--- config.mk ---
export PLATFORM = sky130hd
export DESIGN_NAME = flash_overlay_command_decoder
export DESIGN_NICKNAME = d
export VERILOG_FILES = /design/src/include/cmd_decode_pkg.sv /design/src/include/cycle_if.sv /design/src/design/cycle_framer.sv /design/src/design/flash_overlay_command_decoder.sv
export SDC_FILE = /design/constraint.sdc
export NUM_CORES = 1
export LEC_CHECK = 0
export ABC_AREA = 0
export ABC_CLOCK_PERIOD_IN_PS = 4800
export BUFFER_PORTS_ARGS = -buffer_cell sky130_fd_sc_hd__buf_4
export CORE_ASPECT_RATIO = 1.4
export CORE_MARGIN = 5
export CORE_UTILIZATION = 61
export CTS_CLUSTER_DIAMETER = 30
export DETAILED_ROUTE_END_ITERATION = 12
export PLACE_DENSITY = 0.82
export SYNTH_ARGS = -nofsm -noshare
export SYNTH_HDL_FRONTEND = slang
export SYNTH_SLANG_ARGS = --single-unit
export TNS_END_PERCENT = 30
--- constraint.sdc ---
create_clock -name SYS_CLK -period 4.8 [get_ports SYS_CLK]
set_input_delay 0.24 -clock SYS_CLK [delete_from_list [all_inputs] [get_ports SYS_CLK]]
set_output_delay 0.24 -clock SYS_CLK [all_outputs]
set_load 0.02 [all_outputs]
--- src/include/cmd_decode_pkg.sv ---
// Package: command codes, addresses, overlay and sequence encodings
package cmd_decode_pkg;
    localparam logic [2:0]  CA_TOP_WRITE    = 3'h1;
    localparam logic [2:0]  CA_TOP_READ     = 3'h5;
    localparam logic [1:0]  DIE_SELECT_VAL  = 2'h0;
    localparam logic [11:0] ADDR_555        = 12'h555;
    localparam logic [11:0] ADDR_2AA        = 12'h2AA;
    localparam logic [11:0] ADDR_000        = 12'h000;
    localparam logic [7:0]  CMD_UNLOCK1     = 8'hAA;
    localparam logic [7:0]  CMD_UNLOCK2     = 8'h55;
    localparam logic [7:0]  CMD_SUSPEND     = 8'h51;
    localparam logic [7:0]  CMD_RESUME      = 8'h50;
    localparam logic [7:0]  CMD_IDENT       = 8'h90;
    localparam logic [7:0]  CMD_IDENT_ALT   = 8'h98;
    localparam logic [7:0]  CMD_EXIT        = 8'hF0;
    localparam logic [7:0]  CMD_SECURE      = 8'h88;
    localparam logic [7:0]  CMD_PROGRAM     = 8'hA0;
    localparam logic [7:0]  CMD_BUFFER      = 8'h25;
    localparam logic [7:0]  CMD_CONFIRM     = 8'h29;
    localparam logic [7:0]  CMD_PW_KEY      = 8'h03;
    localparam logic [7:0]  CMD_PROTCFG     = 8'h40;
    localparam logic [7:0]  CMD_PASSWORD    = 8'h60;
    localparam logic [7:0]  CMD_STATUS      = 8'h60;
    localparam logic [7:0]  CMD_PERSIST     = 8'hC0;
    localparam logic [7:0]  CMD_ERASE_SETUP = 8'h80;
    localparam logic [7:0]  CMD_ERASE_GO    = 8'h30;
    localparam logic [7:0]  CMD_LOCKBIT     = 8'h50;
    localparam logic [7:0]  CMD_VOLATILE    = 8'hE0;
    localparam logic [7:0]  DATA_ZERO       = 8'h00;
    localparam logic [7:0]  DATA_ONE        = 8'h01;
    localparam logic [7:0]  CMD_ECC         = 8'h75;
    localparam logic [7:0]  CMD_ECC_CLEAR   = 8'h50;
    localparam logic [7:0]  CMD_IF_CRC      = 8'h76;
    localparam logic [7:0]  CMD_ARR_CRC     = 8'h78;
    localparam logic [7:0]  CMD_CRC_START   = 8'hC3;
    localparam logic [7:0]  CMD_CRC_END     = 8'h3C;
    localparam logic [7:0]  CMD_CRC_SUSP    = 8'hC0;
    localparam logic [7:0]  CMD_CRC_RES     = 8'hC1;
    localparam logic [7:0]  CMD_BOOT        = 8'h14;
    localparam int          ADDR_W          = 45;
    typedef enum logic [12:0] {
        OV_NONE   = 13'h0001, OV_IDENT  = 13'h0002, OV_SECURE = 13'h0004,
        OV_PROT   = 13'h0008, OV_PASS   = 13'h0010, OV_PERS   = 13'h0020,
        OV_LOCK   = 13'h0040, OV_VOL    = 13'h0080, OV_ECC    = 13'h0100,
        OV_IFCRC  = 13'h0200, OV_ARCRC  = 13'h0400, OV_BOOT   = 13'h0800,
        OV_RSVD   = 13'h1000
    } overlay_e;
    typedef enum logic [9:0] {
        SQ_IDLE   = 10'h001, SQ_UNL1   = 10'h002, SQ_UNL2  = 10'h004,
        SQ_ARG    = 10'h008, SQ_ERASE  = 10'h010, SQ_STAT  = 10'h020,
        SQ_WCOUNT = 10'h040, SQ_BUFDAT = 10'h080, SQ_PWKEY = 10'h100,
        SQ_PWWORD = 10'h200
    } seq_e;
endpackage

--- src/include/cycle_if.sv ---
// Interface: one decoded bus cycle passed from the framer to the decoder
interface cycle_if;
    logic        valid;
    logic        is_write;
    logic        is_read;
    logic [44:0] addr;
    logic [15:0] data;
    logic        frame_end;
    modport src (output valid, is_write, is_read, addr, data, frame_end);
    modport dst (input  valid, is_write, is_read, addr, data, frame_end);
endinterface

--- src/design/cycle_framer.sv ---
// Framer: synchronises bus pins and turns a chip-select frame into a cycle
module cycle_framer
    import cmd_decode_pkg::*;
(
    input  wire logic        clk,
    input  wire logic        rst_n,
    input  wire logic        cs_n,
    input  wire logic        cycle_strobe,
    input  wire logic [47:0] ca,
    input  wire logic [15:0] wdata,
    cycle_if.src             cyc
);
    typedef struct packed {
        logic [1:0]  cs_s;
        logic [1:0]  stb_s;
        logic        stb_prev;
        logic        valid;
        logic        is_write;
        logic        is_read;
        logic [44:0] addr;
        logic [15:0] data;
        logic        frame_end;
    } framer_s;
    framer_s st_q;
    framer_s st_d;
    logic [47:0] ca_s1_q;
    logic [47:0] ca_s2_q;
    logic [15:0] wd_s1_q;
    logic [15:0] wd_s2_q;

    always_ff @(posedge clk or negedge rst_n) begin
        if (!rst_n) begin
            ca_s1_q <= '0;
            ca_s2_q <= '0;
            wd_s1_q <= '0;
            wd_s2_q <= '0;
        end else begin
            ca_s1_q <= ca;
            ca_s2_q <= ca_s1_q;
            wd_s1_q <= wdata;
            wd_s2_q <= wd_s1_q;
        end
    end

    always_comb begin
        st_d = st_q;
        st_d.cs_s = {st_q.cs_s[0], cs_n};
        st_d.stb_s = {st_q.stb_s[0], cycle_strobe};
        st_d.stb_prev = st_q.stb_s[1];
        st_d.valid = 1'b0;
        st_d.frame_end = st_q.cs_s[1] && (st_q.stb_s[1] == st_q.stb_prev);
        // Pins are held stable by the host while the strobe is high
        if (st_q.stb_s[1] && !st_q.stb_prev && !st_q.cs_s[1]) begin
            st_d.valid = 1'b1;
            st_d.is_write = ca_s2_q[47:45] == CA_TOP_WRITE;
            st_d.is_read = ca_s2_q[47:45] == CA_TOP_READ;
            st_d.addr = ca_s2_q[44:0];
            st_d.data = wd_s2_q;
        end
    end

    always_ff @(posedge clk or negedge rst_n) begin
        if (!rst_n) begin
            st_q <= '{cs_s: 2'h3, default: '0};
        end else begin
            st_q <= st_d;
        end
    end

    assign cyc.valid = st_q.valid;
    assign cyc.is_write = st_q.is_write;
    assign cyc.is_read = st_q.is_read;
    assign cyc.addr = st_q.addr;
    assign cyc.data = st_q.data;
    assign cyc.frame_end = st_q.frame_end;
endmodule // cycle_framer

--- src/design/flash_overlay_command_decoder.sv ---
// Command-sequence decoder for overlay and suspend commands
// Summary of operation
// Write of 51h anywhere requests program suspend; the code flags 51h as illegal in the ECC overlay.
// Write of 50h anywhere resumes suspended programming; the code resumes only when no overlay is active.
// AAh@555, 55h@2AA, 90h@555 enters identification overlay.
// Single 98h@555 also enters identification overlay.
// Top bits 001b mark writes, 101b reads; reads return 16-bit word.
// F0h write at any address leaves the current overlay.
// Unlock then 88h at sector address enters secure overlay.
// Unlock, A0h@555, then address with data programs a secure word.
// Unlock, 25h, count, address/data pairs, then 29h buffered program.
// Unlock then F0h recovers from aborted buffered program.
// Unlock+40h enters config overlay; A0h then data programs word.
// Unlock+60h enters password overlay; A0h then indexed word program.
// Unlock: 25h, 03h, four words indices 0..3, confirm at index 0.
// Unlock+C0h persistent overlay; A0h,00h protects; 80h,30h@000 erases.
// In protection overlay 60h then read gives sector status word.
// Unlock+50h lock overlay; A0h then 00h clears lock bit; read it.
// Unlock+E0h volatile overlay; A0h,00h sets, A0h,01h clears.
// Unlock+75h ECC overlay; 60h then index read gives ECC details.
// In ECC overlay a 50h write clears ECC error information.
// Unlock+76h interface CRC overlay; index reads return halves.
// Unlock+78h array CRC overlay; C3h/3Ch load start and end.
// C0 suspends and C1 resumes array CRC calculation.
// Unlock then 14h@555 enters boot configuration overlay.
// Host must exit an overlay before normal array reads resume.
// Command addresses are 16-bit word addresses.
// Die-select bits must be 00b in every cycle.
// Illegal sequence returns to standby when chip select rises.
// Sequence matching restarts on any mismatched address or data.
module flash_overlay_command_decoder
    import cmd_decode_pkg::*;
(
    input  wire logic        SYS_CLK,
    input  wire logic        RST_N,
    input  wire logic        CS_N,
    input  wire logic        CYCLE_STROBE,
    input  wire logic [47:0] CA,
    input  wire logic [15:0] WDATA,
    input  wire logic [15:0] OVERLAY_RDATA,
    input  wire logic        CRC_BUSY,
    output logic      [15:0] RDATA,
    output logic             RDATA_VALID,
    output logic      [12:0] OVERLAY,
    output logic      [44:0] CMD_ADDR,
    output logic      [15:0] CMD_DATA,
    output logic             READ_REQ,
    output logic             STATUS_READ,
    output logic             PROG_SUSPEND,
    output logic             PROG_RESUME,
    output logic             WORD_PROGRAM,
    output logic             BUF_LOAD,
    output logic             BUF_CONFIRM,
    output logic             ABORT_RESET,
    output logic             PASSWORD_UNLOCK,
    output logic             SECTOR_ERASE_ALL,
    output logic             ECC_CLEAR,
    output logic             CRC_START_LOAD,
    output logic             CRC_END_LOAD,
    output logic             CRC_SUSPEND,
    output logic             CRC_RESUME
);
    cycle_if cyc ();

    cycle_framer u_framer (
        .clk          (SYS_CLK),
        .rst_n        (RST_N),
        .cs_n         (CS_N),
        .cycle_strobe (CYCLE_STROBE),
        .ca           (CA),
        .wdata        (WDATA),
        .cyc          (cyc)
    );

    typedef struct packed {
        overlay_e    ov;
        seq_e        seq;
        logic [7:0]  third;
        logic [8:0]  words_left;
        logic [1:0]  pw_idx;
        logic        illegal;
        logic [44:0] addr;
        logic [15:0] data;
        logic        read_req;
        logic        status_read;
        logic [15:0] rdata;
        logic        rvalid;
        logic [12:0] pulses;
    } dec_s;
    dec_s st_q;
    dec_s st_d;

    logic [11:0] word_off;
    logic [7:0]  cmd;
    logic        die_ok;
    logic        wr;
    logic        rd;
    logic        in_prot;

    assign word_off = cyc.addr[11:0];
    assign cmd = cyc.data[7:0];
    assign die_ok = cyc.addr[44:43] == DIE_SELECT_VAL;
    assign wr = cyc.valid && cyc.is_write && die_ok;
    assign rd = cyc.valid && cyc.is_read && die_ok;
    assign in_prot = st_q.ov inside {OV_PERS, OV_VOL};

    // Pulse bit order matches the pulse outputs below
    localparam int P_SUSP = 0, P_RES = 1, P_WPROG = 2, P_BLOAD = 3;
    localparam int P_BCONF = 4, P_ABORT = 5, P_PWUNL = 6, P_ERALL = 7;
    localparam int P_ECLR = 8, P_CSTA = 9, P_CEND = 10, P_CSUS = 11;
    localparam int P_CRES = 12;

    always_comb begin
        st_d = st_q;
        st_d.pulses = '0;
        st_d.read_req = 1'b0;
        st_d.status_read = 1'b0;
        st_d.rvalid = 1'b0;
        if (cyc.valid) begin
            st_d.addr = cyc.addr;
            st_d.data = cyc.data;
        end
        if (cyc.valid && !(wr || rd)) begin
            st_d.illegal = 1'b1;
            st_d.seq = SQ_IDLE;
        end
        if (rd) begin
            st_d.read_req = 1'b1;
            st_d.status_read = st_q.seq == SQ_STAT;
            st_d.seq = SQ_IDLE;
        end
        if (wr) begin
            st_d.seq = SQ_IDLE;
            unique case (st_q.seq)
                SQ_IDLE: begin
                    if (cmd == CMD_UNLOCK1 && word_off == ADDR_555) begin
                        st_d.seq = SQ_UNL1;
                    end else if (cmd == CMD_EXIT && st_q.ov != OV_NONE) begin
                        st_d.ov = OV_NONE;
                    end else if (cmd == CMD_IDENT_ALT && word_off == ADDR_555
                                 && st_q.ov == OV_NONE) begin
                        st_d.ov = OV_IDENT;
                    end else if (cmd == CMD_PROGRAM && st_q.ov != OV_NONE) begin
                        st_d.seq = SQ_ARG;
                        st_d.third = CMD_PROGRAM;
                    end else if (cmd == CMD_ERASE_SETUP && st_q.ov == OV_PERS) begin
                        st_d.seq = SQ_ERASE;
                    end else if (cmd == CMD_STATUS && (in_prot ||
                                 st_q.ov inside {OV_ECC, OV_ARCRC})) begin
                        st_d.seq = SQ_STAT;
                    end else if (cmd == CMD_BUFFER && st_q.ov == OV_PASS
                                 && cyc.addr[1:0] == 2'h0) begin
                        st_d.seq = SQ_PWKEY;
                    end else if (cmd == CMD_CONFIRM && st_q.ov == OV_SECURE) begin
                        st_d.pulses[P_BCONF] = 1'b1;
                    end else if (cmd == CMD_ECC_CLEAR && st_q.ov == OV_ECC) begin
                        st_d.pulses[P_ECLR] = 1'b1;
                    end else if (st_q.ov == OV_ARCRC && cmd == CMD_CRC_START) begin
                        st_d.pulses[P_CSTA] = 1'b1;
                    end else if (st_q.ov == OV_ARCRC && cmd == CMD_CRC_END) begin
                        st_d.pulses[P_CEND] = 1'b1;
                    end else if (st_q.ov == OV_ARCRC && CRC_BUSY
                                 && cmd == CMD_CRC_SUSP) begin
                        st_d.pulses[P_CSUS] = 1'b1;
                    end else if (st_q.ov == OV_ARCRC && cmd == CMD_CRC_RES) begin
                        st_d.pulses[P_CRES] = 1'b1;
                    end else if (cmd == CMD_SUSPEND && st_q.ov != OV_ECC) begin
                        st_d.pulses[P_SUSP] = 1'b1;
                    end else if (cmd == CMD_RESUME && st_q.ov == OV_NONE) begin
                        st_d.pulses[P_RES] = 1'b1;
                    end else begin
                        st_d.illegal = 1'b1;
                    end
                end
                SQ_UNL1: begin
                    if (cmd == CMD_UNLOCK2 && word_off == ADDR_2AA) begin
                        st_d.seq = SQ_UNL2;
                    end else begin
                        st_d.illegal = 1'b1;
                    end
                end
                SQ_UNL2: begin
                    if (cmd == CMD_EXIT) begin
                        st_d.pulses[P_ABORT] = 1'b1;
                    end else if (cmd == CMD_SECURE) begin
                        st_d.ov = OV_SECURE;
                    end else if (cmd == CMD_BUFFER && st_q.ov == OV_SECURE) begin
                        st_d.seq = SQ_WCOUNT;
                    end else if (word_off != ADDR_555) begin
                        st_d.illegal = 1'b1;
                    end else if (cmd == CMD_PROGRAM && st_q.ov == OV_SECURE) begin
                        st_d.seq = SQ_ARG;
                        st_d.third = CMD_SECURE;
                    end else begin
                        unique case (cmd)
                            CMD_IDENT:    st_d.ov = OV_IDENT;
                            CMD_PROTCFG:  st_d.ov = OV_PROT;
                            CMD_PASSWORD: st_d.ov = OV_PASS;
                            CMD_PERSIST:  st_d.ov = OV_PERS;
                            CMD_LOCKBIT:  st_d.ov = OV_LOCK;
                            CMD_VOLATILE: st_d.ov = OV_VOL;
                            CMD_ECC:      st_d.ov = OV_ECC;
                            CMD_IF_CRC:   st_d.ov = OV_IFCRC;
                            CMD_ARR_CRC:  st_d.ov = OV_ARCRC;
                            CMD_BOOT:     st_d.ov = OV_BOOT;
                            default:      st_d.illegal = 1'b1;
                        endcase
                    end
                end
                SQ_ARG: begin
                    // Data checks for bit programming overlays
                    if ((st_q.ov inside {OV_PERS, OV_LOCK} && cmd != DATA_ZERO)
                        || (st_q.ov == OV_VOL && cmd != DATA_ZERO
                            && cmd != DATA_ONE)) begin
                        st_d.illegal = 1'b1;
                    end else begin
                        st_d.pulses[P_WPROG] = 1'b1;
                    end
                end
                SQ_ERASE: begin
                    if (cmd == CMD_ERASE_GO && word_off == ADDR_000) begin
                        st_d.pulses[P_ERALL] = 1'b1;
                    end else begin
                        st_d.illegal = 1'b1;
                    end
                end
                SQ_STAT: begin
                    st_d.illegal = 1'b1;
                end
                SQ_WCOUNT: begin
                    st_d.words_left = {1'b0, cyc.data[7:0]} + 9'h001;
                    st_d.seq = SQ_BUFDAT;
                end
                SQ_BUFDAT: begin
                    st_d.pulses[P_BLOAD] = 1'b1;
                    st_d.words_left = st_q.words_left - 9'h001;
                    if (st_q.words_left != 9'h001) begin
                        st_d.seq = SQ_BUFDAT;
                    end
                end
                SQ_PWKEY: begin
                    if (cmd == CMD_PW_KEY && cyc.addr[1:0] == 2'h0) begin
                        st_d.seq = SQ_PWWORD;
                        st_d.pw_idx = 2'h0;
                        // Drop a confirm flag left by an aborted unlock
                        st_d.third = 8'h00;
                    end else begin
                        st_d.illegal = 1'b1;
                    end
                end
                SQ_PWWORD: begin
                    if (cyc.addr[1:0] != st_q.pw_idx) begin
                        st_d.illegal = 1'b1;
                    end else if (st_q.pw_idx == 2'h3) begin
                        st_d.seq = SQ_PWWORD;
                        st_d.pw_idx = 2'h0;
                        st_d.third = CMD_CONFIRM;
                    end else if (st_q.third == CMD_CONFIRM) begin
                        st_d.pulses[P_PWUNL] = 1'b1;
                        st_d.third = 8'h00;
                    end else begin
                        st_d.seq = SQ_PWWORD;
                        st_d.pw_idx = st_q.pw_idx + 2'h1;
                    end
                end
                default: st_d.seq = SQ_IDLE;
            endcase
        end
        if (cyc.frame_end && st_q.illegal) begin
            st_d.illegal = 1'b0;
            st_d.seq = SQ_IDLE;
        end
        if (st_q.read_req) begin
            st_d.rdata = OVERLAY_RDATA;
            st_d.rvalid = 1'b1;
        end
    end

    always_ff @(posedge SYS_CLK or negedge RST_N) begin
        if (!RST_N) begin
            st_q <= '{ov: OV_NONE, seq: SQ_IDLE, default: '0};
        end else begin
            st_q <= st_d;
        end
    end

    assign OVERLAY = st_q.ov;
    assign CMD_ADDR = st_q.addr;
    assign CMD_DATA = st_q.data;
    assign READ_REQ = st_q.read_req;
    assign STATUS_READ = st_q.status_read;
    assign RDATA = st_q.rdata;
    assign RDATA_VALID = st_q.rvalid;
    assign PROG_SUSPEND = st_q.pulses[P_SUSP];
    assign PROG_RESUME = st_q.pulses[P_RES];
    assign WORD_PROGRAM = st_q.pulses[P_WPROG];
    assign BUF_LOAD = st_q.pulses[P_BLOAD];
    assign BUF_CONFIRM = st_q.pulses[P_BCONF];
    assign ABORT_RESET = st_q.pulses[P_ABORT];
    assign PASSWORD_UNLOCK = st_q.pulses[P_PWUNL];
    assign SECTOR_ERASE_ALL = st_q.pulses[P_ERALL];
    assign ECC_CLEAR = st_q.pulses[P_ECLR];
    assign CRC_START_LOAD = st_q.pulses[P_CSTA];
    assign CRC_END_LOAD = st_q.pulses[P_CEND];
    assign CRC_SUSPEND = st_q.pulses[P_CSUS];
    assign CRC_RESUME = st_q.pulses[P_CRES];

    a_exit_overlay: assert property (@(posedge SYS_CLK) disable iff (!RST_N)
        wr && cmd == CMD_EXIT && st_q.seq == SQ_IDLE && st_q.ov != OV_NONE
        |=> st_q.ov == OV_NONE) else $error("exit did not leave overlay");
    a_ident_alt: assert property (@(posedge SYS_CLK) disable iff (!RST_N)
        wr && cmd == CMD_IDENT_ALT && word_off == ADDR_555
        && st_q.seq == SQ_IDLE && st_q.ov == OV_NONE
        |=> st_q.ov == OV_IDENT) else $error("98h entry missed");
    a_unlock_step: assert property (@(posedge SYS_CLK) disable iff (!RST_N)
        wr && st_q.seq == SQ_IDLE && cmd == CMD_UNLOCK1 && word_off == ADDR_555
        |=> st_q.seq == SQ_UNL1) else $error("first unlock missed");
    a_unlock_restart: assert property (@(posedge SYS_CLK) disable iff (!RST_N)
        wr && st_q.seq == SQ_UNL1 && word_off != ADDR_2AA
        |=> st_q.seq == SQ_IDLE) else $error("mismatch kept seq");
    a_suspend_pulse: assert property (@(posedge SYS_CLK) disable iff (!RST_N)
        PROG_SUSPEND |-> $past(cmd) == CMD_SUSPEND
        ##1 !PROG_SUSPEND) else $error("suspend pulse wrong");
    a_read_answer: assert property (@(posedge SYS_CLK) disable iff (!RST_N)
        rd |-> ##2 RDATA_VALID) else $error("read not answered");
    a_die_select: assert property (@(posedge SYS_CLK) disable iff (!RST_N)
        cyc.valid && cyc.addr[44:43] != DIE_SELECT_VAL
        |=> !READ_REQ && $stable(st_q.ov)) else $error("die select ignored");
    a_illegal_clear: assert property (@(posedge SYS_CLK) disable iff (!RST_N)
        cyc.frame_end && st_q.illegal && !wr
        |=> st_q.seq == SQ_IDLE && !st_q.illegal) else $error("no standby");
    a_ecc_clear: assert property (@(posedge SYS_CLK) disable iff (!RST_N)
        ECC_CLEAR |-> st_q.ov == OV_ECC) else $error("ecc clear outside");
endmodule // flash_overlay_command_decoder

==> impl_metrics.py <==
metrics = {
    "critical_path": {
        "path_cells": "inv_1 -> ha_1 -> or3b_1 -> nor4_2 -> a2111oi_1 -> a311oi_1 -> o221ai_2 -> mux2_2",
        "crit_arrival_ns": 3.86,
        "crit_buf_inv": 1,
        "slowest_stage": "o221ai_2",
        "cp_data_required_time_ns": 5.20,
        "critPathMaxFanout": 16,
        "critical_path.top_delay_family": "compound AO/OA/AOI/OAI gates",
        "slowest_delay_ns": 0.65,
        "critPathLaunchType": "flip-flop",
        "end_kind": "flip-flop",
        "path_class": "flip-flop to flip-flop",
    },
    "synth": {
        "synth_edf_count": 0,
        "async_reset_ff_frac": 1.00,
        "synth_cell_types": 70,
        "synth.area.top_cells": "dfrtp_1 (62%), mux2_2 (12%), buf_4 (5.2%)",
        "synth_flop_cell": "dfrtp_1",
        "synth_nets": 1084,
        "avgSynthCellArea_um2": 13.2,
        "syn_inst": 991,
        "synth_top_area_frac": 0.621,
        "ys.warnings.count": 0,
        "yosysSeqAreaShare": 0.629,
        "synth_area_mm2": 0.0131,
        "synth_top_area_cell": "dfrtp_1",
        "synth-seq-cells": 329,
    },
    "sta": {
        "finalHoldViolCount": 0,
        "final_max_slew_viol_count": 0,
        "tns_ns": 0,
        "worst_pin_slew_ns": 0.931,
        "fin_ws_ns": 1.34,
        "rsz0062_at_grt": "no",
        "slew_headroom": 0.374,
        "fmax_mhz": 289,
        "period_minus_slack_ns": 3.46,
        "fin_skew_ns": 0.0291,
        "setup_viol": 0,
        "period_share": 0.721,
    },
    "global_route": {
        "grt_pass1_vias": 9147,
        "grt_max_degree": 144,
        "antenna_found_initial": 0,
        "grt_use_total": 0.266,
        "grt.overflow.total": 0,
        "grt_pass1_wl_um": 51200,
    },
    "place": {
        "dpl_worst_slack_ns": 1.43,
        "port_buffers": 189,
        "dpl.hpwl_um": 18700,
        "gp_congestion": 0.927,
    },
    "drt": {
        "drt-total-wl_um": 32000,
        "post_drt_wl_per_cell_um": 21.7,
        "vias": 8407,
        "viasPerCell": 5.71,
        "drt_iter0_drc": 595,
        "drtPass1Iterations": 5,
        "postRouteAntennaNets": 0,
        "drc_errors": 0,
    },
    "status": {
        "status": "finished, final reports clean",
    },
    "min_path": {
        "hp-class": "input port to flip-flop",
    },
    "pwr": {
        "p_clk_frac": 0.403,
        "peakVddDrop_v": 0.000396,
        "p_seq_frac": 0.440,
        "p_per_area_mw_per_mm2": 472,
        "power.switching_w": 0.00216,
        "p_int_w": 0.00554,
        "share_comb_of_total_power": 0.157,
        "power.leakage_nw": 7.39,
        "switching_share": 0.281,
    },
    "finish": {
        "final_common_cell": "dfrtp_1",
        "diodes": 0,
        "fin_nets": 1274,
        "drive_gt1_frac": 0.354,
        "mostFrequentLayoutCells": "dfrtp_1 (324), buf_4 (192), mux2_2 (137), dlygate4sd3_1 (83), nor2_1 (50)",
        "utilization": 0.768,
        "area_growth_pct": 24.3,
    },
    "clock_network": {
        "cts_made_buffers": 42,
        "htree_levels": 2,
        "clkTransAtPathRegs_ns": 0.06,
        "cts_tree": "built",
        "root_buffer": "clkbuf_16",
        "clk_latency_ns": 0.53,
        "cts.sinks": 329,
        "max-clock-path-buffers": 3,
    },
    "die": {
        "die_y_um": 183,
        "io_pins": 191,
        "core_mm2": 0.0212,
        "rows": 63,
        "die-area_mm2": 0.0246,
        "initial_core_util": 0.618,
        "chipWidth_um": 134,
    },
    "run": {
        "maxCapViolCount": 0,
    },
}
==> synth_stat cells, types with 4 or more instances <==
| cell type | instances |
|---|---|
| nor3b_1 | 7 |
| nor3_1 | 16 |
| nand2_1 | 43 |
| and4_1 | 4 |
| mux2_2 | 137 |
| buf_1 | 5 |
| a31oi_1 | 4 |
| or3_1 | 4 |
| xnor2_1 | 4 |
| nor4_1 | 8 |
| nor4b_1 | 4 |
| a32o_1 | 5 |
| buf_4 | 90 |
| nand4b_1 | 7 |
| or2_2 | 4 |
| buf_2 | 6 |
| o21ai_0 | 27 |
| clkbuf_1 | 27 |
| inv_1 | 17 |
| a21oi_1 | 23 |
| and3_1 | 5 |
| dfrtp_1 | 325 |
| nor2b_1 | 10 |
| xor2_1 | 11 |
| a22o_1 | 4 |
| nand2b_1 | 7 |
| and2_1 | 4 |
| or4_1 | 7 |
| dfstp_2 | 4 |
| nand3_1 | 30 |
| nor2_1 | 50 |
| nand3b_1 | 8 |
| nand4_1 | 9 |
| ha_1 | 8 |
| o31ai_1 | 9 |
==> final timing paths <==
path | startpoint | endpoint | slack, ns | cells after the start
worst max register to register | u_framer.cyc.data[0] | OVERLAY[1] | 1.34 | 8
worst max-delay path | u_framer.cyc.data[0] | OVERLAY[1] | 1.34 | 8
worst min register to register | u_framer.ca_s1_q[10] | u_framer.ca_s2_q[10] | 0.34 | 0
worst min-delay path | CRC_BUSY | CRC_SUSPEND | 0.08 | 3
min in group asynchronous | RST_N | u_framer.ca_s2_q[33] | 0.34 | 2
max in group asynchronous | RST_N | OVERLAY[10] | 3.25 | 3
==> tightest hold or removal path: cells and delay by family <==
family	cells	cell delay [ns]
AND/OR/NAND/NOR	2	0.17
buffers and inverters	1	0.13
==> registers in the layout, summed over array words and instances (netlist names), 26 cells and up <==
name,flops
u_framer.ca_s2_q,48
u_framer.cyc.addr,45
CMD_ADDR,45
u_framer.ca_s1_q,48
st_q,26
==> kinds of logic (layout without fill, tap and decap cells) <==
family,after synthesis,after routing,share of synthesized area
adders and majority gates,8,8,0.00764
buffers and inverters,148,370,0.0705
AOI/OAI and AO/OA,104,104,0.0541
xor gates and xnor gates,15,15,0.0100
other,1,1,0.000286
DFF,329,329,0.629
and+or+nand+nor,243,243,0.106
muxes,143,143,0.123
==> metal layers <==
metal | global-route usage | vias to the layer above | share of wire
li1 | - | 3771 | -
met1 | 0.317 | 4279 | 0.37
met5 | 0 | - | 0
met4 | 0.0749 | 0 | 0.028
met2 | 0.494 | 280 | 0.55
met3 | 0.0498 | 77 | 0.052
==> power by group through the flow <==
stage | Sequential, W | Clock, W | Combinational (W)
after floorplan | 0.00328 | 0 | 0.000916
after global placement | 0.00337 | 0 | 0.00110
after detailed placement | 0.00340 | 0 | 0.00113
after CTS | 0.00337 | 0.00313 | 0.00120
after global routing | 0.00343 | 0.00327 | 0.00129
final | 0.00339 | 0.00310 | 0.00121
==> final cells by class <==
cell class,count,area (um^2)
Clock buffer,51,1140
Clock inverter,25,264
Fill cell,1222,4920
Inverter,17,63.8
Multi-Input combinational cell,514,3950
Sequential cell,329,8240
Tap cell,260,325
Timing Repair Buffer,277,2310
==> metrics by stage <==
stage / total power [W] / hold WS [ns] / instance area (um^2) / instances
after floorplan: 0.00420 / -0.0556 / 13100 / 991
final: 0.00769 / 0.0831 / 16300 / 1473
after CTS: 0.00770 / 0.0596 / 16300 / 1473
after global routing: 0.00798 / 0.0575 / 16300 / 1473
after detailed placement: 0.00453 / 0.297 / 14100 / 1314
after global placement: 0.00448 / 0.293 / 14100 / 1314
==> what timing repair did <==
action / CTS / global route
hold buffers: 83 / 0
gates resized for setup: 0 / 0
setup buffers: 0 / 0
hold endpoints to repair: 170 / 0
Note: power is estimated with default switching activity, not from simulation.
